**src/design/scan_pkg.sv**
```systemverilog
// Package for the program-memory scanner: register map, fields, types.
// Assumes a 32-bit APB slave with one byte register per aligned word.
package scan_pkg;
    localparam logic [7:0] OFF_CONTROL = 8'h00;
    localparam logic [7:0] OFF_CUR_HI = 8'h04;
    localparam logic [7:0] OFF_CUR_LO = 8'h08;
    localparam logic [7:0] OFF_END_HI = 8'h0c;
    localparam logic [7:0] OFF_END_LO = 8'h10;
    localparam logic [7:0] OFF_TRIG = 8'h14;
    localparam logic [7:0] OFF_IRQ_STATUS = 8'h18;
    localparam logic [7:0] OFF_IRQ_MASK = 8'h1c;
    localparam int BIT_ENABLE = 7;
    localparam int BIT_RUN = 6;
    localparam int BIT_BUSY = 5;
    localparam int BIT_INVALID = 4;
    localparam int BIT_YIELD = 3;
    localparam int BIT_MODE_HI = 1;
    localparam int BIT_MODE_LO = 0;
    localparam int BIT_IRQ_DONE = 0;
    localparam int BIT_IRQ_INVALID = 1;
    localparam logic [15:0] ADDR_RESET = 16'h0000;
    localparam logic [15:0] MEM_WORDS_DEFAULT = 16'h4000;
    localparam logic [7:0] REG_RESET = 8'h00;
    typedef enum logic [1:0] {
        MODE_CONCURRENT = 2'b00,
        MODE_BURST = 2'b01,
        MODE_PEEK = 2'b10,
        MODE_TRIGGERED = 2'b11
    } access_mode_t;
    typedef struct packed {
        logic enable;
        logic run;
        logic yield;
        access_mode_t mode;
    } control_t;
    typedef struct packed {
        logic req;
        logic [15:0] addr;
    } mem_req_t;
endpackage

```
**src/design/nvm_memory_scanner.sv**
```systemverilog
// Program-memory scanner: fetches words over a range and feeds the CRC.
// Assumes a memory read port that returns data within the request cycle and an APB master.
//
// Added by the designer: the APB register port and the register addresses.
`timescale 1ns/1ns
module nvm_memory_scanner
    import scan_pkg::*;
#(
    parameter logic [15:0] MEM_WORDS = MEM_WORDS_DEFAULT,
    parameter int DATA_W = 14
) (
    // Clock and reset
    input wire logic CORE_CLK_IN,
    input wire logic RESET_IN,
    // APB slave
    input wire logic PSEL_IN,
    input wire logic PENABLE_IN,
    input wire logic PWRITE_IN,
    input wire logic [7:0] PADDR_IN,
    input wire logic [31:0] PWDATA_IN,
    output logic [31:0] PRDATA_OUT,
    output logic PREADY_OUT,
    output logic PSLVERR_OUT,
    // Program memory read port
    output logic MEM_REQ_OUT,
    output logic [15:0] MEM_ADDR_OUT,
    input wire logic [DATA_W-1:0] MEM_DATA_IN,
    // CRC client
    input wire logic CRC_READY_IN,
    output logic CRC_VALID_OUT,
    output logic [DATA_W-1:0] CRC_DATA_OUT,
    // System context
    input wire logic IRQ_ACTIVE_IN,
    input wire logic DEBUG_HALT_IN,
    input wire logic LOW_FREQ_INTERNAL_OSC_IN,
    input wire logic TIMER_TWO_POST_OUTPUT_IN,
    input wire logic TIMER_FOUR_POST_OUTPUT_IN,
    input wire logic TIMER_SIX_POST_OUTPUT_IN,
    output logic CPU_STALL_OUT,
    output logic IRQ_OUT
);
    control_t ctl_ff;
    logic [15:0] cur_addr_ff;
    logic [15:0] end_addr_ff;
    logic [1:0] trig_sel_ff;
    logic [1:0] irq_status_ff;
    logic [1:0] irq_mask_ff;
    logic pending_ff;
    logic fetch_ff;
    logic trig_prev_ff;
    logic [DATA_W-1:0] crc_data_ff;
    logic crc_valid_ff;
    logic wr_en;
    logic rd_en;
    logic trig_src;
    logic trig_edge;
    logic run_eff;
    logic start_fetch;
    logic done_evt;
    logic addr_invalid;
    logic [31:0] nxt_prdata;

    typedef enum logic [1:0] {
        S_IDLE,
        S_FETCH
    } scan_state_t;
    scan_state_t state_ff;

    assign wr_en = PSEL_IN & PENABLE_IN & PWRITE_IN;
    assign rd_en = PSEL_IN & PENABLE_IN & ~PWRITE_IN;
    assign PREADY_OUT = 1'b1;
    assign PSLVERR_OUT = 1'b0;

    // Trigger source mux for triggered mode
    always_comb begin
        case (trig_sel_ff)
            2'b11: trig_src = TIMER_SIX_POST_OUTPUT_IN;
            2'b10: trig_src = TIMER_FOUR_POST_OUTPUT_IN;
            2'b01: trig_src = TIMER_TWO_POST_OUTPUT_IN;
            default: trig_src = LOW_FREQ_INTERNAL_OSC_IN;
        endcase
    end
    assign trig_edge = trig_src & ~trig_prev_ff;

    // Addresses at or beyond memory size cannot be fetched
    assign addr_invalid = (cur_addr_ff >= MEM_WORDS);

    // Effective run: suspended by yield during interrupts except in peek mode, bit untouched
    always_comb begin
        run_eff = ctl_ff.enable & ctl_ff.run & ~DEBUG_HALT_IN;
        case (ctl_ff.mode)
            MODE_PEEK: run_eff = run_eff;
            MODE_BURST,
            MODE_CONCURRENT,
            MODE_TRIGGERED: begin
                if (ctl_ff.yield && IRQ_ACTIVE_IN) begin
                    run_eff = 1'b0;
                end
            end
            default: run_eff = 1'b0;
        endcase
    end

    assign start_fetch = run_eff & pending_ff & (state_ff == S_IDLE)
                         & ~addr_invalid
                         & (cur_addr_ff <= end_addr_ff);
    // Frozen under a debug halt: the debugger sees run as it was
    assign done_evt = ctl_ff.run & (state_ff == S_IDLE) & ~DEBUG_HALT_IN
                      & ((cur_addr_ff > end_addr_ff) | addr_invalid);

    always_ff @(posedge CORE_CLK_IN or posedge RESET_IN) begin
        if (RESET_IN) begin
            trig_prev_ff <= 1'b0;
        end else begin
            trig_prev_ff <= trig_src;
        end
    end

    // Ready request capture; triggered mode also needs a trigger edge
    always_ff @(posedge CORE_CLK_IN or posedge RESET_IN) begin
        if (RESET_IN) begin
            pending_ff <= 1'b0;
        end else if (!ctl_ff.enable) begin
            pending_ff <= 1'b0;
        end else if (start_fetch) begin
            pending_ff <= 1'b0;
        end else if (CRC_READY_IN && ctl_ff.run && (ctl_ff.mode !=
                     MODE_TRIGGERED || trig_edge)) begin
            pending_ff <= 1'b1;
        end
    end

    // Fetch sequencer: one memory cycle per ready request
    always_ff @(posedge CORE_CLK_IN or posedge RESET_IN) begin
        if (RESET_IN) begin
            state_ff <= S_IDLE;
            fetch_ff <= 1'b0;
        end else if (!ctl_ff.enable) begin
            state_ff <= S_IDLE;
            fetch_ff <= 1'b0;
        end else begin
            case (state_ff)
                S_IDLE: begin
                    fetch_ff <= start_fetch;
                    if (start_fetch) begin
                        state_ff <= S_FETCH;
                    end
                end
                S_FETCH: begin
                    fetch_ff <= 1'b0;
                    if (!DEBUG_HALT_IN) begin
                        state_ff <= S_IDLE;
                    end
                end
                default: state_ff <= S_IDLE;
            endcase
        end
    end

    // Data to the CRC client, captured one cycle after the request
    always_ff @(posedge CORE_CLK_IN or posedge RESET_IN) begin
        if (RESET_IN) begin
            crc_data_ff <= '0;
            crc_valid_ff <= 1'b0;
        end else begin
            crc_valid_ff <= fetch_ff;
            if (fetch_ff) begin
                crc_data_ff <= MEM_DATA_IN;
            end
        end
    end

    // Control register; hardware clears run at the end of the range
    always_ff @(posedge CORE_CLK_IN or posedge RESET_IN) begin
        if (RESET_IN) begin
            ctl_ff <= '0;
        end else if (wr_en && PADDR_IN == OFF_CONTROL) begin
            ctl_ff.enable <= PWDATA_IN[BIT_ENABLE];
            ctl_ff.run <= PWDATA_IN[BIT_RUN] & PWDATA_IN[BIT_ENABLE]
                          & ~done_evt;
            ctl_ff.yield <= PWDATA_IN[BIT_YIELD];
            ctl_ff.mode <= access_mode_t'(PWDATA_IN[BIT_MODE_HI:BIT_MODE_LO]);
        end else if (!ctl_ff.enable) begin
            ctl_ff.run <= 1'b0;
        end else if (done_evt) begin
            ctl_ff.run <= 1'b0;
        end
    end

    // Address registers keep their value when enable drops
    always_ff @(posedge CORE_CLK_IN or posedge RESET_IN) begin
        if (RESET_IN) begin
            cur_addr_ff <= ADDR_RESET;
            end_addr_ff <= ADDR_RESET;
        end else begin
            if (start_fetch) begin
                cur_addr_ff <= cur_addr_ff + 16'h0001;
            end else if (wr_en && !ctl_ff.run) begin
                if (PADDR_IN == OFF_CUR_HI) begin
                    cur_addr_ff[15:8] <= PWDATA_IN[7:0];
                end
                if (PADDR_IN == OFF_CUR_LO) begin
                    cur_addr_ff[7:0] <= PWDATA_IN[7:0];
                end
            end
            if (wr_en && !ctl_ff.run) begin
                if (PADDR_IN == OFF_END_HI) begin
                    end_addr_ff[15:8] <= PWDATA_IN[7:0];
                end
                if (PADDR_IN == OFF_END_LO) begin
                    end_addr_ff[7:0] <= PWDATA_IN[7:0];
                end
            end
        end
    end

    always_ff @(posedge CORE_CLK_IN or posedge RESET_IN) begin
        if (RESET_IN) begin
            trig_sel_ff <= 2'b00;
            irq_mask_ff <= 2'b00;
        end else if (wr_en) begin
            if (PADDR_IN == OFF_TRIG) begin
                trig_sel_ff <= PWDATA_IN[1:0];
            end
            if (PADDR_IN == OFF_IRQ_MASK) begin
                irq_mask_ff <= PWDATA_IN[1:0];
            end
        end
    end

    // Sticky status, cleared by read; a new event wins over the clear
    always_ff @(posedge CORE_CLK_IN or posedge RESET_IN) begin
        if (RESET_IN) begin
            irq_status_ff <= 2'b00;
        end else begin
            if (done_evt) begin
                irq_status_ff[BIT_IRQ_DONE] <= 1'b1;
            end else if (rd_en && PADDR_IN == OFF_IRQ_STATUS) begin
                irq_status_ff[BIT_IRQ_DONE] <= 1'b0;
            end
            if (addr_invalid && ctl_ff.enable) begin
                irq_status_ff[BIT_IRQ_INVALID] <= 1'b1;
            end else if (rd_en && PADDR_IN == OFF_IRQ_STATUS) begin
                irq_status_ff[BIT_IRQ_INVALID] <= 1'b0;
            end
        end
    end

    always_comb begin
        nxt_prdata = 32'h0000_0000;
        case (PADDR_IN)
            OFF_CONTROL: begin
                nxt_prdata[BIT_ENABLE] = ctl_ff.enable;
                nxt_prdata[BIT_RUN] = ctl_ff.run;
                nxt_prdata[BIT_BUSY] = pending_ff
                                       | (state_ff == S_FETCH);
                nxt_prdata[BIT_INVALID] = addr_invalid;
                nxt_prdata[BIT_YIELD] = ctl_ff.yield;
                nxt_prdata[BIT_MODE_HI:BIT_MODE_LO] = ctl_ff.mode;
            end
            OFF_CUR_HI: nxt_prdata[7:0] = cur_addr_ff[15:8];
            OFF_CUR_LO: nxt_prdata[7:0] = cur_addr_ff[7:0];
            OFF_END_HI: nxt_prdata[7:0] = end_addr_ff[15:8];
            OFF_END_LO: nxt_prdata[7:0] = end_addr_ff[7:0];
            OFF_TRIG: nxt_prdata[1:0] = trig_sel_ff;
            OFF_IRQ_STATUS: nxt_prdata[1:0] = irq_status_ff;
            OFF_IRQ_MASK: nxt_prdata[1:0] = irq_mask_ff;
            default: nxt_prdata = 32'h0000_0000;
        endcase
    end
    assign PRDATA_OUT = nxt_prdata;

    assign MEM_REQ_OUT = fetch_ff;
    assign MEM_ADDR_OUT = cur_addr_ff - 16'h0001;
    assign CRC_VALID_OUT = crc_valid_ff;
    assign CRC_DATA_OUT = crc_data_ff;
    // Burst holds the CPU for the whole scan unless yielding to an irq
    assign CPU_STALL_OUT = ctl_ff.enable & ctl_ff.run
                           & (ctl_ff.mode == MODE_BURST)
                           & ~(ctl_ff.yield & IRQ_ACTIVE_IN);
    assign IRQ_OUT = |(irq_status_ff & irq_mask_ff);

    a_fetch_bumps_addr: assert property (@(posedge CORE_CLK_IN)
        disable iff (RESET_IN) start_fetch |=>
        cur_addr_ff == $past(cur_addr_ff) + 16'h0001)
        else $error("current address did not step on fetch");
    a_fetch_to_crc: assert property (@(posedge CORE_CLK_IN)
        disable iff (RESET_IN) start_fetch |=> ##1 CRC_VALID_OUT)
        else $error("fetched word not handed to the crc");
    a_done_clears_run: assert property (@(posedge CORE_CLK_IN)
        disable iff (RESET_IN) done_evt && !wr_en |=> !ctl_ff.run)
        else $error("run stayed set past end address");
    a_done_sets_flag: assert property (@(posedge CORE_CLK_IN)
        disable iff (RESET_IN) done_evt |=> irq_status_ff[0])
        else $error("completion flag not set");
    a_disable_resets: assert property (@(posedge CORE_CLK_IN)
        disable iff (RESET_IN) !ctl_ff.enable && !wr_en
        |=> state_ff == S_IDLE && !pending_ff)
        else $error("state not reset while disabled");
    a_lock_addr: assert property (@(posedge CORE_CLK_IN)
        disable iff (RESET_IN) ctl_ff.run && !start_fetch
        |=> $stable(end_addr_ff))
        else $error("end address changed while running");
    a_yield_blocks: assert property (@(posedge CORE_CLK_IN)
        disable iff (RESET_IN) ctl_ff.yield && IRQ_ACTIVE_IN
        && ctl_ff.mode != MODE_PEEK |-> !start_fetch)
        else $error("fetch during yielded interrupt");
    a_halt_freezes: assert property (@(posedge CORE_CLK_IN)
        disable iff (RESET_IN) DEBUG_HALT_IN |-> !start_fetch)
        else $error("fetch during debug halt");
    a_invalid_top: assert property (@(posedge CORE_CLK_IN)
        disable iff (RESET_IN) cur_addr_ff == MEM_WORDS
        |-> !start_fetch)
        else $error("fetch from address past memory");
    a_trig_gates_req: assert property (@(posedge CORE_CLK_IN)
        disable iff (RESET_IN) ctl_ff.mode == MODE_TRIGGERED && !wr_en
        && !trig_edge && !pending_ff |=> !pending_ff)
        else $error("ready taken without a trigger edge");
    a_peek_no_yield: assert property (@(posedge CORE_CLK_IN)
        disable iff (RESET_IN) ctl_ff.mode == MODE_PEEK && ctl_ff.enable
        && ctl_ff.run && pending_ff && state_ff == S_IDLE && !DEBUG_HALT_IN
        && !addr_invalid && cur_addr_ff <= end_addr_ff |-> start_fetch)
        else $error("peek fetch held back by an interrupt");
    // Outputs seen by the cpu, by the crc client and by software
    a_burst_stalls: assert property (@(posedge CORE_CLK_IN)
        disable iff (RESET_IN) ctl_ff.enable && ctl_ff.run
        && ctl_ff.mode == MODE_BURST && !IRQ_ACTIVE_IN |-> CPU_STALL_OUT)
        else $error("cpu not stalled during burst");
    a_stall_burst_only: assert property (@(posedge CORE_CLK_IN)
        disable iff (RESET_IN) ctl_ff.mode != MODE_BURST |-> !CPU_STALL_OUT)
        else $error("cpu stalled outside burst");
    a_yield_keeps_run: assert property (@(posedge CORE_CLK_IN)
        disable iff (RESET_IN) ctl_ff.run && ctl_ff.enable && !done_evt
        && !wr_en |=> ctl_ff.run)
        else $error("run bit cleared by a suspension");
    a_crc_gets_word: assert property (@(posedge CORE_CLK_IN)
        disable iff (RESET_IN) MEM_REQ_OUT |=> CRC_VALID_OUT
        && CRC_DATA_OUT == $past(MEM_DATA_IN))
        else $error("crc word differs from memory word");
    a_invalid_flags: assert property (@(posedge CORE_CLK_IN)
        disable iff (RESET_IN) addr_invalid && ctl_ff.enable
        |=> irq_status_ff[BIT_IRQ_INVALID])
        else $error("invalid address not flagged");
    a_busy_pending: assert property (@(posedge CORE_CLK_IN)
        disable iff (RESET_IN) (pending_ff || MEM_REQ_OUT)
        && PADDR_IN == OFF_CONTROL |-> PRDATA_OUT[BIT_BUSY])
        else $error("busy clear while a cycle is open");
    a_halt_keeps_run: assert property (@(posedge CORE_CLK_IN)
        disable iff (RESET_IN) DEBUG_HALT_IN && ctl_ff.run && ctl_ff.enable
        && !wr_en |=> ctl_ff.run)
        else $error("run cleared under a debug halt");
    a_disable_keeps: assert property (@(posedge CORE_CLK_IN)
        disable iff (RESET_IN) !ctl_ff.enable && !wr_en
        |=> $stable(cur_addr_ff) && $stable(end_addr_ff)
        && $stable(trig_sel_ff))
        else $error("register changed while scanner disabled");
endmodule

```
**config.mk**
```make
export PLATFORM = sky130hd
export DESIGN_NAME = nvm_memory_scanner
export DESIGN_NICKNAME = d
export VERILOG_FILES = /design/src/design/scan_pkg.sv /design/src/design/nvm_memory_scanner.sv
export SDC_FILE = /design/constraint.sdc
export NUM_CORES = 1
export LEC_CHECK = 0
export BUFFER_PORTS_ARGS = -buffer_cell sky130_fd_sc_hd__buf_2
export CORE_ASPECT_RATIO = 0.6
export CORE_MARGIN = 2
export CORE_UTILIZATION = 55
export CTS_CLUSTER_DIAMETER = 80
export CTS_CLUSTER_SIZE = 24
export DETAILED_ROUTE_END_ITERATION = 8
export PLACE_DENSITY = 0.86
export SLEW_MARGIN = 20
export SYNTH_ARGS = -nofsm -noshare
export SYNTH_HDL_FRONTEND = slang
export SYNTH_SLANG_ARGS = --single-unit
export TNS_END_PERCENT = 10
```
**constraint.sdc**
```tcl
create_clock -name CORE_CLK_IN -period 5.8 [get_ports CORE_CLK_IN]
set_input_delay 1.16 -clock CORE_CLK_IN [delete_from_list [all_inputs] [get_ports CORE_CLK_IN]]
set_output_delay 1.16 -clock CORE_CLK_IN [all_outputs]
set_load 0.02 [all_outputs]
```
Yosys cells after proc, flatten, opt, wreduce, memory -nomap -nowiden
Index checks and enable logic that the tools add are counted.
{"block": "word_totals", "reg_bits": 63, "inputBits": 66, "out_inout_bits": 68, "word_cells": 121}
{"block": "classes", "addsub": 2, "order_cmp": 3, "eq_ne": 20, "muxes": 25, "bitwise_logic": 27, "reduce_logical": 26}
{"op": "$eq 8x5->1 const B", "count": 4}
{"op": "$mux 16", "count": 2}
{"op": "$pmux 5 s5", "count": 1}
{"op": "$and 1x1->1", "count": 18}
{"op": "$add 16x1->16 const B", "count": 1}
{"op": "$eq 8x4->1 const B", "count": 2}
{"op": "$ge 16x15->1 const B", "count": 1}
{"op": "$gt 16x16->1", "count": 1}
{"op": "$le 16x16->1", "count": 1}
{"op": "$mux 8", "count": 2}
{"op": "$pmux 2 s8", "count": 1}
{"op": "$sub 16x1->16 const B", "count": 1}
{"op": "$reduce_and 2->1", "count": 7}
{"op": "$mux 1", "count": 11}
{"op": "$reduce_bool 2->1", "count": 5}
{"op": "$ne 3x1->1 const B", "count": 3}
{"op": "$eq 2x2->1 const B", "count": 4}
{"op": "$eq 8x3->1 const B", "count": 1}
{"op": "$logic_not 8->1", "count": 1}
{"op": "$logic_and 1x1->1", "count": 7}
{"op": "$eq 2x1->1 const B", "count": 3}
{"op": "$mux 2", "count": 3}
{"op": "$ne 3x3->1 const B", "count": 2}
{"op": "$not 1->1", "count": 6}
{"op": "other kinds (12)", "count": 15}

Longest topological paths before layout
Gate-level depths: netlist of the first run.
{"block": "depth", "depth_word": 11, "depth_mapped": 11, "depth_no_buf": 8}

Worst setup path after synthesis of the first run
Ideal clock, no wire load.
{"block": "synth_timing", "path_type": "input to output", "startpoint": "input port PADDR_IN[1]", "endpoint": "output port PRDATA_OUT[2]", "t_arrival_ns": 2.350, "t_required_ns": 4.640, "slack_ns": 2.290, "path_stages": 5, "path_buffers": 1, "cell_sequence": "or3b_1 > buf_2 > nor3b_4 > a22o_1 > a221o_1"}
{"block": "synth_between", "elab_chain_cells": 2, "elab_cells_between_ends": 5, "classes_between": "4 x eq/ne; 1 x mux"}
{"element": "start: declaration", "line": "nvm_memory_scanner.sv:19", "text": "input wire logic [7:0] PADDR_IN,"}
{"element": "$eq 8x5->1 (tied with other cells)", "line": "nvm_memory_scanner.sv:251", "text": "case (PADDR_IN)"}
{"element": "$pmux 1 s4 *", "line": "nvm_memory_scanner.sv:251"}
{"element": "end: declaration", "line": "nvm_memory_scanner.sv:21", "text": "output logic [31:0] PRDATA_OUT,"}
Mark *: on every way between the ends. The rest lies on a longest branch, timed or not.

Final worst setup path of the first run
{"block": "layout_timing", "startpoint": "input port PADDR_IN[5]", "endpoint": "output port PRDATA_OUT[5]"}
{"block": "layout_between", "elab_chain_cells": 2, "elab_cells_between_ends": 6, "classes_between": "4 x eq/ne; 1 x mux; 1 x reduce/logical"}
{"element": "$eq 8x5->1 (tied with other cells)", "line": "nvm_memory_scanner.sv:251"}
{"element": "$pmux 5 s5 *", "line": "nvm_memory_scanner.sv:251"}
Marks and branches as above.

==> run summary, run 1 <==
Switching Share: 0.2417
Slew Limit Fails: 0
die area: 8165 µm²
most common cell in the synthesized netlist: dfrtp_1
first-pass GRT wire length: 17.48 mm
DP HPWL: 8.253 mm
Setup Total Neg Slack: 0 ns
net switching power: 271.7 µW
setup violators final: 0
Critical Path RT: 4.64 ns
Final ANT Viol Nets: 0
post-CTS setup buffer count: 0
area grow syn2layout: 17.01%
CTS tree: yes
post-DR vias/cell: 5.843
Root Buffer: clkbuf_16
overall power: 1124 µW
ys flop type: dfrtp_1
IO Pins: 134
Mean Syn Cell Area: 9.150 µm²
per-cell routed wire length: 17.84 µm
Slew @ Worst Pin: 0.8989 ns
largest net degree at the start of global routing: 63
ANT cells: 0
RSZ-0062 raised after global routing: no
Post-synth EDFFs: 0
Synth async-reset ratio: 1.000
failing checks: DRC
skew final: 0.004267 ns
share of layout cells above drive strength 1: 0.2947
top post-synthesis cells by area: dfrtp_1 38%, mux2_2 8.8%, ha_1 5.8%, buf_4 5.1%, nand2_1 4.9%
crit path kind: in -> out
Post-route DRC: 1
vias in the first global route: 3430
biggest area consumer among synthesized cells: dfrtp_1
Clock Sinks: 62
critical path launch point type: primary input
Synth top cells by count: 62 x dfrtp_1, 53 x nand2_1, 32 x mux2_2
clock buffer count from CTS: 9
CP Capture Type: primary output
Routed WL: 11.24 mm
crit share post-route: 0.7025
P_leak: 0.002515 µW
area of the core: 7237 µm²
top cell type's share of synthesized area: 0.3793
Crit path largest cell delay: 0.56 ns
initial antenna violation count: 0
Peak VDD IR: 157.9 µV
clk buf depth: 2
NumNets Final: 606
Comb pwr share: 0.079
Slowest-stage cell, CP: nor2_1
Unique masters post-synth: 59
Total Routing Usage GR: 0.2832
Reg clk slew, reported paths: 0.05 ns
status: complete, but fails checks
f_max: 245.4 MHz
Tmin final: 4.075 ns
TritonRoute pass-1 iters: 9
Pint: 852.6 µW
Synth Instances: 447
critical-path cell list: buf_2, nor3_1, nand3b_1, nor2_1, a222oi_1, nand3_1, buf_2
routability cong.: 1.012
vias post-DR: 3681
Chip Height: 70.80 µm
total congestion overflow: 0
H-tree lvl count: 3
WP data arrival: 2.91 ns
clock network fraction of design power: 0.521
worst hold-check path type: reg -> reg
warning count from the yosys run: 0
sequential share of power: 0.400
post-cts sizing count: 0
hold_buf cts: 0
Rows: 24
Detailed Route Iter0 Violations: 371
Syn Std Cell Area: 4090 µm²
Die X: 115.3 µm
FF+latch count, synth: 62
IO buf count: 83
cell mode on critical path: buf_2
CP max FO: 7
Initial Util: 0.5652
Slew Limit Headroom: 0.3952
MaxCap Viol Count: 0
worst skew pair latency: 0.34 ns
Final Hold Vio Count: 0
sequential share of the synthesized area: 0.3793
pwr/cell area: 234.9 nW/µm²
power by group through the flow:
stage               combinational (µW)  sequential [µW]  clock (µW)
floorplan                         70.6              450           0
global placement                  84.5              456           0
detailed placement                87.6              456           0
CTS                               88.1              449         589
global route                      97.2              450         607
finish                            89.1              449         586
per-stage QoR:
step / hold slack [ns] / cell area (µm²) / std cells / worst slack, ns / util
after floorplan: 0.4904 / 4180 / 471 / 2.290 / -
after global placement: 0.4851 / 4462 / 614 / 1.805 / 0.6165
after detailed placement: 0.4916 / 4462 / 614 / 1.833 / 0.6165
after CTS: 0.5073 / 4786 / 630 / 1.825 / 0.6613
after global routing: 0.5189 / 4786 / 630 / 1.632 / 0.6613
final: 0.5129 / 4786 / 630 / 1.725 / 0.6613
sequential cells by signal, indices dropped and copies added, names as in the netlist:
signal / count
CRC_DATA_OUT: 14
CRC_VALID_OUT: 1
MEM_REQ_OUT: 1
ctl_ff: 5
cur_addr_ff: 16
end_addr_ff: 16
irq_mask_ff: 2
irq_status_ff: 2
pending_ff: 1
state_ff: 1
trig_prev_ff: 1
trig_sel_ff: 2
critical path, delay by kind of cell:
kind	cells	cell delay, ns
AOI/OAI and AO/OA	1	0.26
buffers and inverters	2	0.29
and+or+nand+nor	4	1.21
logic make-up after synthesis:
logic type / count (synthesis) / synth area share
other: 2 / 0.001836
buffers and inverters: 71 / 0.09208
AND/OR/NAND/NOR: 173 / 0.2196
adder cells (fa/ha/maj): 19 / 0.05812
flip-flops: 62 / 0.3793
multiplexers: 34 / 0.09728
XOR/XNOR: 13 / 0.02784
AO/OA/AOI/OAI: 73 / 0.1239
per-layer routing:
metal,global-route usage,share of wire,vias to the layer above,routed length (µm)
li1,-,-,1675,-
met1,0.4016,0.41,1769,4654
met2,0.4159,0.45,213,5061
met3,0.1003,0.12,24,1318
met4,0.07229,0.018,0,204
met5,0,0,-,0
layout make-up:
class,instances,area [µm²]
repair buffers,86,437.9
multi-input cells,338,2252
fillers,573,2451
flip-flops and latches,62,1551
clock buffers,10,239.0
inverters,24,90.09
well taps,104,130.1
clock inverters,6,85.08
cell usage in the layout, fill, tap and decap left out, types with 3 or more instances in the layout:
| cell type | n |
|---|---|
| xnor2_1 | 5 |
| a21oi_1 | 14 |
| nand2b_1 | 3 |
| nor4_2 | 3 |
| nor4_1 | 5 |
| conb_1 | 26 |
| nand3_1 | 24 |
| buf_2 | 83 |
| buf_4 | 3 |
| a22oi_1 | 11 |
| or2_2 | 5 |
| and2_1 | 7 |
| nor2_1 | 30 |
| or3_1 | 5 |
| a222oi_1 | 4 |
| nand4_1 | 4 |
| nor3_1 | 11 |
| xor2_1 | 8 |
| and3_1 | 5 |
| mux2_2 | 32 |
| o211ai_1 | 3 |
| dfrtp_1 | 62 |
| a21o_1 | 5 |
| clkbuf_16 | 9 |
| inv_1 | 23 |
| ha_1 | 19 |
| o21ai_0 | 13 |
| nor3b_1 | 3 |
| nand2_1 | 53 |
final timing paths:
path / from / endpoint / slack (ns) / depth (start not counted)
worst max-delay path: PADDR_IN[5] / PRDATA_OUT[5] / 1.73 / 7
worst min-delay path: CRC_DATA_OUT[9] / CRC_DATA_OUT[9] / 0.51 / 1
worst max register to register: cur_addr_ff[13] / cur_addr_ff[2] / 2.69 / 8
worst min register to register: CRC_DATA_OUT[9] / CRC_DATA_OUT[9] / 0.51 / 1
max in group asynchronous: RESET_IN / cur_addr_ff[14] / 4.22 / 3
min in group asynchronous: RESET_IN / CRC_DATA_OUT[5] / 1.05 / 3
Note: power is estimated with default switching activity, not from simulation.
==> run 2: changes to the inputs <==
Settings changed: CORE_UTILIZATION 55 to 47, PLACE_DENSITY 0.86 to 0.78.
Clock period 5.8 ns to 3.4 ns, I/O delays scaled along.
==> run summary, run 2 (synthesis results as in run 1) <==
CTS tree: yes
Root Buffer: clkbuf_16
Clock Sinks: 62 (unchanged)
routability cong.: 1.028 (+1.5%)
IO Pins: 134 (unchanged)
DP HPWL: 8.654 mm (+4.9%)
worst skew pair latency: 0.33 ns (about the same)
placed insts: 638 (+3.9%)
hold_buf cts: 0 (unchanged)
post-cts sizing count: 0 (unchanged)
H-tree lvl count: 3 (unchanged)
Setup Total Neg Slack: 0 ns (unchanged)
Critical Path RT: 2.72 ns (-1.92 ns)
CP Capture Type: primary output
Detailed Route Iter0 Violations: 406 (+9.4%)
post-route insts no fill: 654 (+3.8%)
worst r2r dst: cur_addr_ff[2]
RSZ-0062 raised after global routing: no
critical-path cell list: or4_4, nor2_2, nand2_1, or4_4, nor4_2, xor2_1, buf_2
Peak VDD IR: 296.8 µV (+88%)
P_leak: 0.002607 µW (+3.7%)
TritonRoute pass-1 iters: 6 (-3)
area grow syn2layout: 20.68%
per-cell routed wire length: 17.53 µm (-1.8%)
worst hold-check path type: in -> async
first-pass GRT wire length: 18.29 mm (+4.6%)
final setup margin: 0.2434 ns (-1.482 ns)
R2R depth: 8 (unchanged)
crit share post-route: 0.9284
skew final: 0.005062 ns (+0.0007956 ns)
r2r startpoint: cur_addr_ff[15]
Initial Util: 0.4817 (-0.08345)
cell mode on critical path: or4_4
MaxCap Viol Count: 0 (unchanged)
most frequent cells in the layout: 83 x buf_2, 62 x dfrtp_1, 53 x nand2_1, 32 x mux2_2, 30 x nor2_1
Slew Limit Fails: 0 (unchanged)
CP max FO: 3 (-4)
IO buf count: 83 (unchanged)
DP Worst Slack: 0.3710 ns (-1.462 ns)
NumNets Final: 622 (+2.6%)
Slew Limit Headroom: 0.4876 (+0.09242)
R2R Setup Slk: 0.30 ns (-2.39 ns)
setup violators final: 0 (unchanged)
die area: 9489 µm² (+16%)
Crit path largest cell delay: 0.54 ns (-0.02 ns)
Routed WL: 11.46 mm (+2.0%)
pwr/cell area: 391.8 nW/µm² (+67%)
final core utilization: 0.5813 (-0.07996)
commonest non-fill, non-tap cell in the layout: buf_2
clk buf depth: 2 (unchanged)
Fillers: 737 (+29%)
Total Routing Usage GR: 0.2447 (-0.03842)
Tmin final: 3.157 ns
Finished Cell Area: 4936 µm² (+3.1%)
area of the core: 8491 µm² (+17%)
total congestion overflow: 0 (unchanged)
largest net degree at the start of global routing: 37 (-41%)
vias in the first global route: 3582 (+4.4%)
post-DR vias/cell: 5.653 (-3.3%)
Final ANT Viol Nets: 0 (unchanged)
vias post-DR: 3697 (+0.43%)
Final Hold Vio Count: 0 (unchanged)
Slew @ Worst Pin: 0.7674 ns (-0.1315 ns)
Reg clk slew, reported paths: 0.06 ns (about the same)
Rows: 26 (+8.3%)
post-CTS setup buffer count: 0 (unchanged)
crit path kind: reg -> out
WP data arrival: 2.48 ns (-0.43 ns)
clock buffer count from CTS: 9 (unchanged)
ANT cells: 0 (unchanged)
Setup crit start: cur_addr_ff[2]
f_max: 316.8 MHz
critical path launch point type: flip-flop
Chip Height: 76.26 µm (+7.7%)
Die X: 124.4 µm (+7.9%)
status: complete, no violations
Post-route DRC: 0 (-1)
share of layout cells above drive strength 1: 0.3155 (+0.02082)
initial antenna violation count: 0 (unchanged)
Slowest-stage cell, CP: or4_4
Area after DPL: 4604 µm² (+3.2%)
-- run 2: changes by cell type in the layout (fill, tap and decap cells not counted) --
cell,before,now
buf_4,3,18
inv_6,0,1
buf_12,0,1
clkinv_4,0,1
clkinv_2,2,0
-- run 2: layout make-up --
class / instances / area (µm²) / share of cell area
Tap cell: 112 / 140.1 / 0.02839
Clock inverter: 6 / 92.59 / 0.01876
Clock buffer: 10 / 239.0 / 0.04842
Timing Repair Buffer: 102 / 570.5 / 0.1156
Inverter: 24 / 90.09 / 0.01825
Sequential cell: 62 / 1551 / 0.3143
Multi-Input combinational cell: 338 / 2252 / 0.4563
-- run 2: critical path: cells and delay by family (launching register included) --
| kind | cells | cell delay (ns) |
|---|---|---|
| XOR/XNOR | 1 | 0.16 |
| AND/OR/NAND/NOR | 5 | 1.43 |
| flip-flops | 1 | 0.38 |
| buffers and inverters | 1 | 0.17 |
-- run 2: power breakdown --
part	internal [µW]	leakage (µW)	switching, µW
registers	748	0.000812	9.87
clock network	665	0.000155	344
logic	52.7	0.00164	114
-- run 2: stage by stage --
step                hold slack (ns)  power, µW
CTS                          0.5036       1947
detailed placement           0.4907      935.0
finish                       0.4912       1934
global placement             0.4855      928.3
global route                 0.5073       2014
floorplan                    0.4904      888.0
-- run 2: worst max path at each step --
stage / end / slack (ns) / cells past startpoint
after CTS: MEM_ADDR_OUT[13] / 0.23 / 7
after global routing: MEM_ADDR_OUT[13] / 0.13 / 7
final: MEM_ADDR_OUT[13] / 0.24 / 7
after floorplan: MEM_ADDR_OUT[13] / 0.50 / 7
after detailed placement: PRDATA_OUT[7] / 0.37 / 6
after global placement: PRDATA_OUT[5] / 0.46 / 6
-- run 2: routing by layer --
layer,track usage,part of all wire,up-vias
met3,0.07022,0.10,16
met5,0,0,-
met4,0.07416,0.011,0
met1,0.3576,0.44,1774
met2,0.3514,0.45,196
li1,-,-,1711
==> run 3: changes to the inputs <==
Settings changed: CELL_PAD_IN_SITES_DETAIL_PLACEMENT set to 2, CELL_PAD_IN_SITES_GLOBAL_PLACEMENT set to 2, CORE_UTILIZATION 47 to 27, PLACE_DENSITY 0.78 to unset, PLACE_DENSITY_LB_ADDON set to 0.1, TNS_END_PERCENT 10 to unset.
==> run summary, run 3 (synthesis results as in run 1) <==
critical path launch point type: flip-flop
post-cts sizing count: 0 (unchanged)
Die X: 162.9 µm (+31%)
initial antenna violation count: 0 (unchanged)
Detailed Route Iter0 Violations: 161 (-60%)
CP Capture Type: primary output
vias in the first global route: 3963 (+11%)
R2R depth: 8 (unchanged)
cell mode on critical path: or4_4
WP buf/inv: 1 (unchanged)
P_leak: 0.002623 µW (+0.61%)
Rows: 34 (+31%)
H-tree lvl count: 3 (unchanged)
worst skew pair latency: 0.34 ns (about the same)
MaxCap Viol Count: 0 (unchanged)
RSZ-0062 raised after global routing: no
critical path's top delay family: simple AND/OR/NAND/NOR gates
Slew Limit Fails: 0 (unchanged)
Slew @ Worst Pin: 0.8157 ns (+0.04826 ns)
die area: 16180 µm² (+71%)
Final ANT Viol Nets: 0 (unchanged)
share of layout cells above drive strength 1: 0.3267 (+0.01118)
Post-route DRC: 0 (unchanged)
Peak VDD IR: 179.4 µV (-40%)
IO Pins: 134 (unchanged)
Reg clk slew, reported paths: 0.06 ns (about the same)
hold_buf cts: 0 (unchanged)
Chip Height: 99.34 µm (+30%)
clk buf depth: 2 (unchanged)
status: complete, no violations
area grow syn2layout: 23.49%
clock buffer count from CTS: 9 (unchanged)
Clock Sinks: 62 (unchanged)
Setup Total Neg Slack: 0 ns (unchanged)
crit share post-route: 0.9508 (+0.02239)
Critical Path RT: 2.72 ns (about the same)
first-pass GRT wire length: 24.38 mm (+33%)
post-CTS setup buffer count: 0 (unchanged)
post-DR vias/cell: 4.969 (-12%)
vias post-DR: 3722 (+0.68%)
CP max FO: 3 (unchanged)
Reg area: 1551 µm² (unchanged)
NumNets Final: 631 (+1.4%)
Tmin final: 3.233 ns (+0.07612 ns)
crit path kind: reg -> out
Final Hold Vio Count: 0 (unchanged)
routability cong.: 0.7871 (-23%)
per-cell routed wire length: 20.99 µm (+20%)
TritonRoute pass-1 iters: 6 (unchanged)
setup violators final: 0 (unchanged)
Root Buffer: clkbuf_16
largest net degree at the start of global routing: 37 (unchanged)
total congestion overflow: 0 (unchanged)
Initial Util: 0.2795 (-0.2022)
Worst path depth: 7 (unchanged)
ANT cells: 0 (unchanged)
most frequent cells in the layout: 83 x buf_2, 62 x dfrtp_1, 53 x nand2_1, 32 x mux2_2, 30 x nor2_1
Routed WL: 15.72 mm (+37%)
CTS tree: yes
Slew Limit Headroom: 0.4554 (-0.03222)
pwr/cell area: 362.4 nW/µm² (-7.5%)
Fillers: 1696 (+130%)
Crit path largest cell delay: 0.54 ns (about the same)
skew final: 0.006650 ns (+0.001588 ns)
area of the core: 14630 µm² (+72%)
IO buf count: 83 (unchanged)
WP data arrival: 2.55 ns (+0.07 ns)
final core utilization: 0.3452 (-0.2362)
area of the multi-input gates: 2252 µm² (unchanged)
DP HPWL: 12.19 mm (+41%)
Slowest-stage cell, CP: or4_4
Total Routing Usage GR: 0.2039 (-0.04082)
worst hold-check path type: in -> async
commonest non-fill, non-tap cell in the layout: buf_2
critical-path cell list: or4_4, nor2_2, nand2_1, or4_4, nor3_2, xor2_1, buf_2
f_max: 309.3 MHz (-2.4%)
==> run 3: through the flow <==
stage / area [µm²] / setup WS, ns / std cells / hold slack, ns / total power [µW]
detailed placement: 4767 / 0.2962 / 733 / 0.4906 / 949.1
global route: 5051 / 0.04912 / 749 / 0.5244 / 1903
global placement: 4767 / 0.3966 / 733 / 0.4853 / 943.0
floorplan: 4180 / 0.5004 / 471 / 0.4904 / 888.0
CTS: 5051 / 0.1337 / 749 / 0.5054 / 1858
finish: 5051 / 0.1673 / 749 / 0.4957 / 1830
==> run 3: cell type report <==
cell class              count  share of cell area
multi-input cells         338              0.4459
flip-flops and latches     62              0.3072
repair buffers            111              0.1239
well taps                 198             0.04905
clock buffers               9             0.04459
inverters                  24             0.01784
clock inverters             7             0.01164
==> run 3: power by group <==
| part | internal [µW] | switching, µW |
|---|---|---|
| combinational | 54.6 | 122 |
| sequential | 748 | 10.4 |
| clock | 502 | 393 |
==> run 3: layer usage <==
layer / track usage / part of all wire
met5: 0 / 0
met2: 0.2979 / 0.43
met3: 0.04087 / 0.053
met1: 0.3106 / 0.51
met4: 0.03880 / 0.0071
==> run 3: path summary, 6_finish.rpt <==
kind / start / end / slack, ns
max in group asynchronous: RESET_IN / end_addr_ff[7] / 2.12
max reg2reg: cur_addr_ff[15] / cur_addr_ff[8] / 0.24
min in group CORE_CLK_IN: CRC_DATA_OUT[3] / CRC_DATA_OUT[3] / 0.50
min: RESET_IN / CRC_DATA_OUT[2] / 0.50
max: cur_addr_ff[2] / MEM_ADDR_OUT[15] / 0.17
min reg2reg: CRC_DATA_OUT[3] / CRC_DATA_OUT[3] / 0.50
==> run 3: worst register-to-register path, cell delays in order, from the launching register on <==
cell	delay (ns)
dfrtp_1	0.47
ha_1	0.47
nand4_1	0.26
nor4_1	0.61
o21ai_1	0.20
a32oi_1	0.30
buf_4	0.30
mux2_2	0.37
nor2_1	0.12
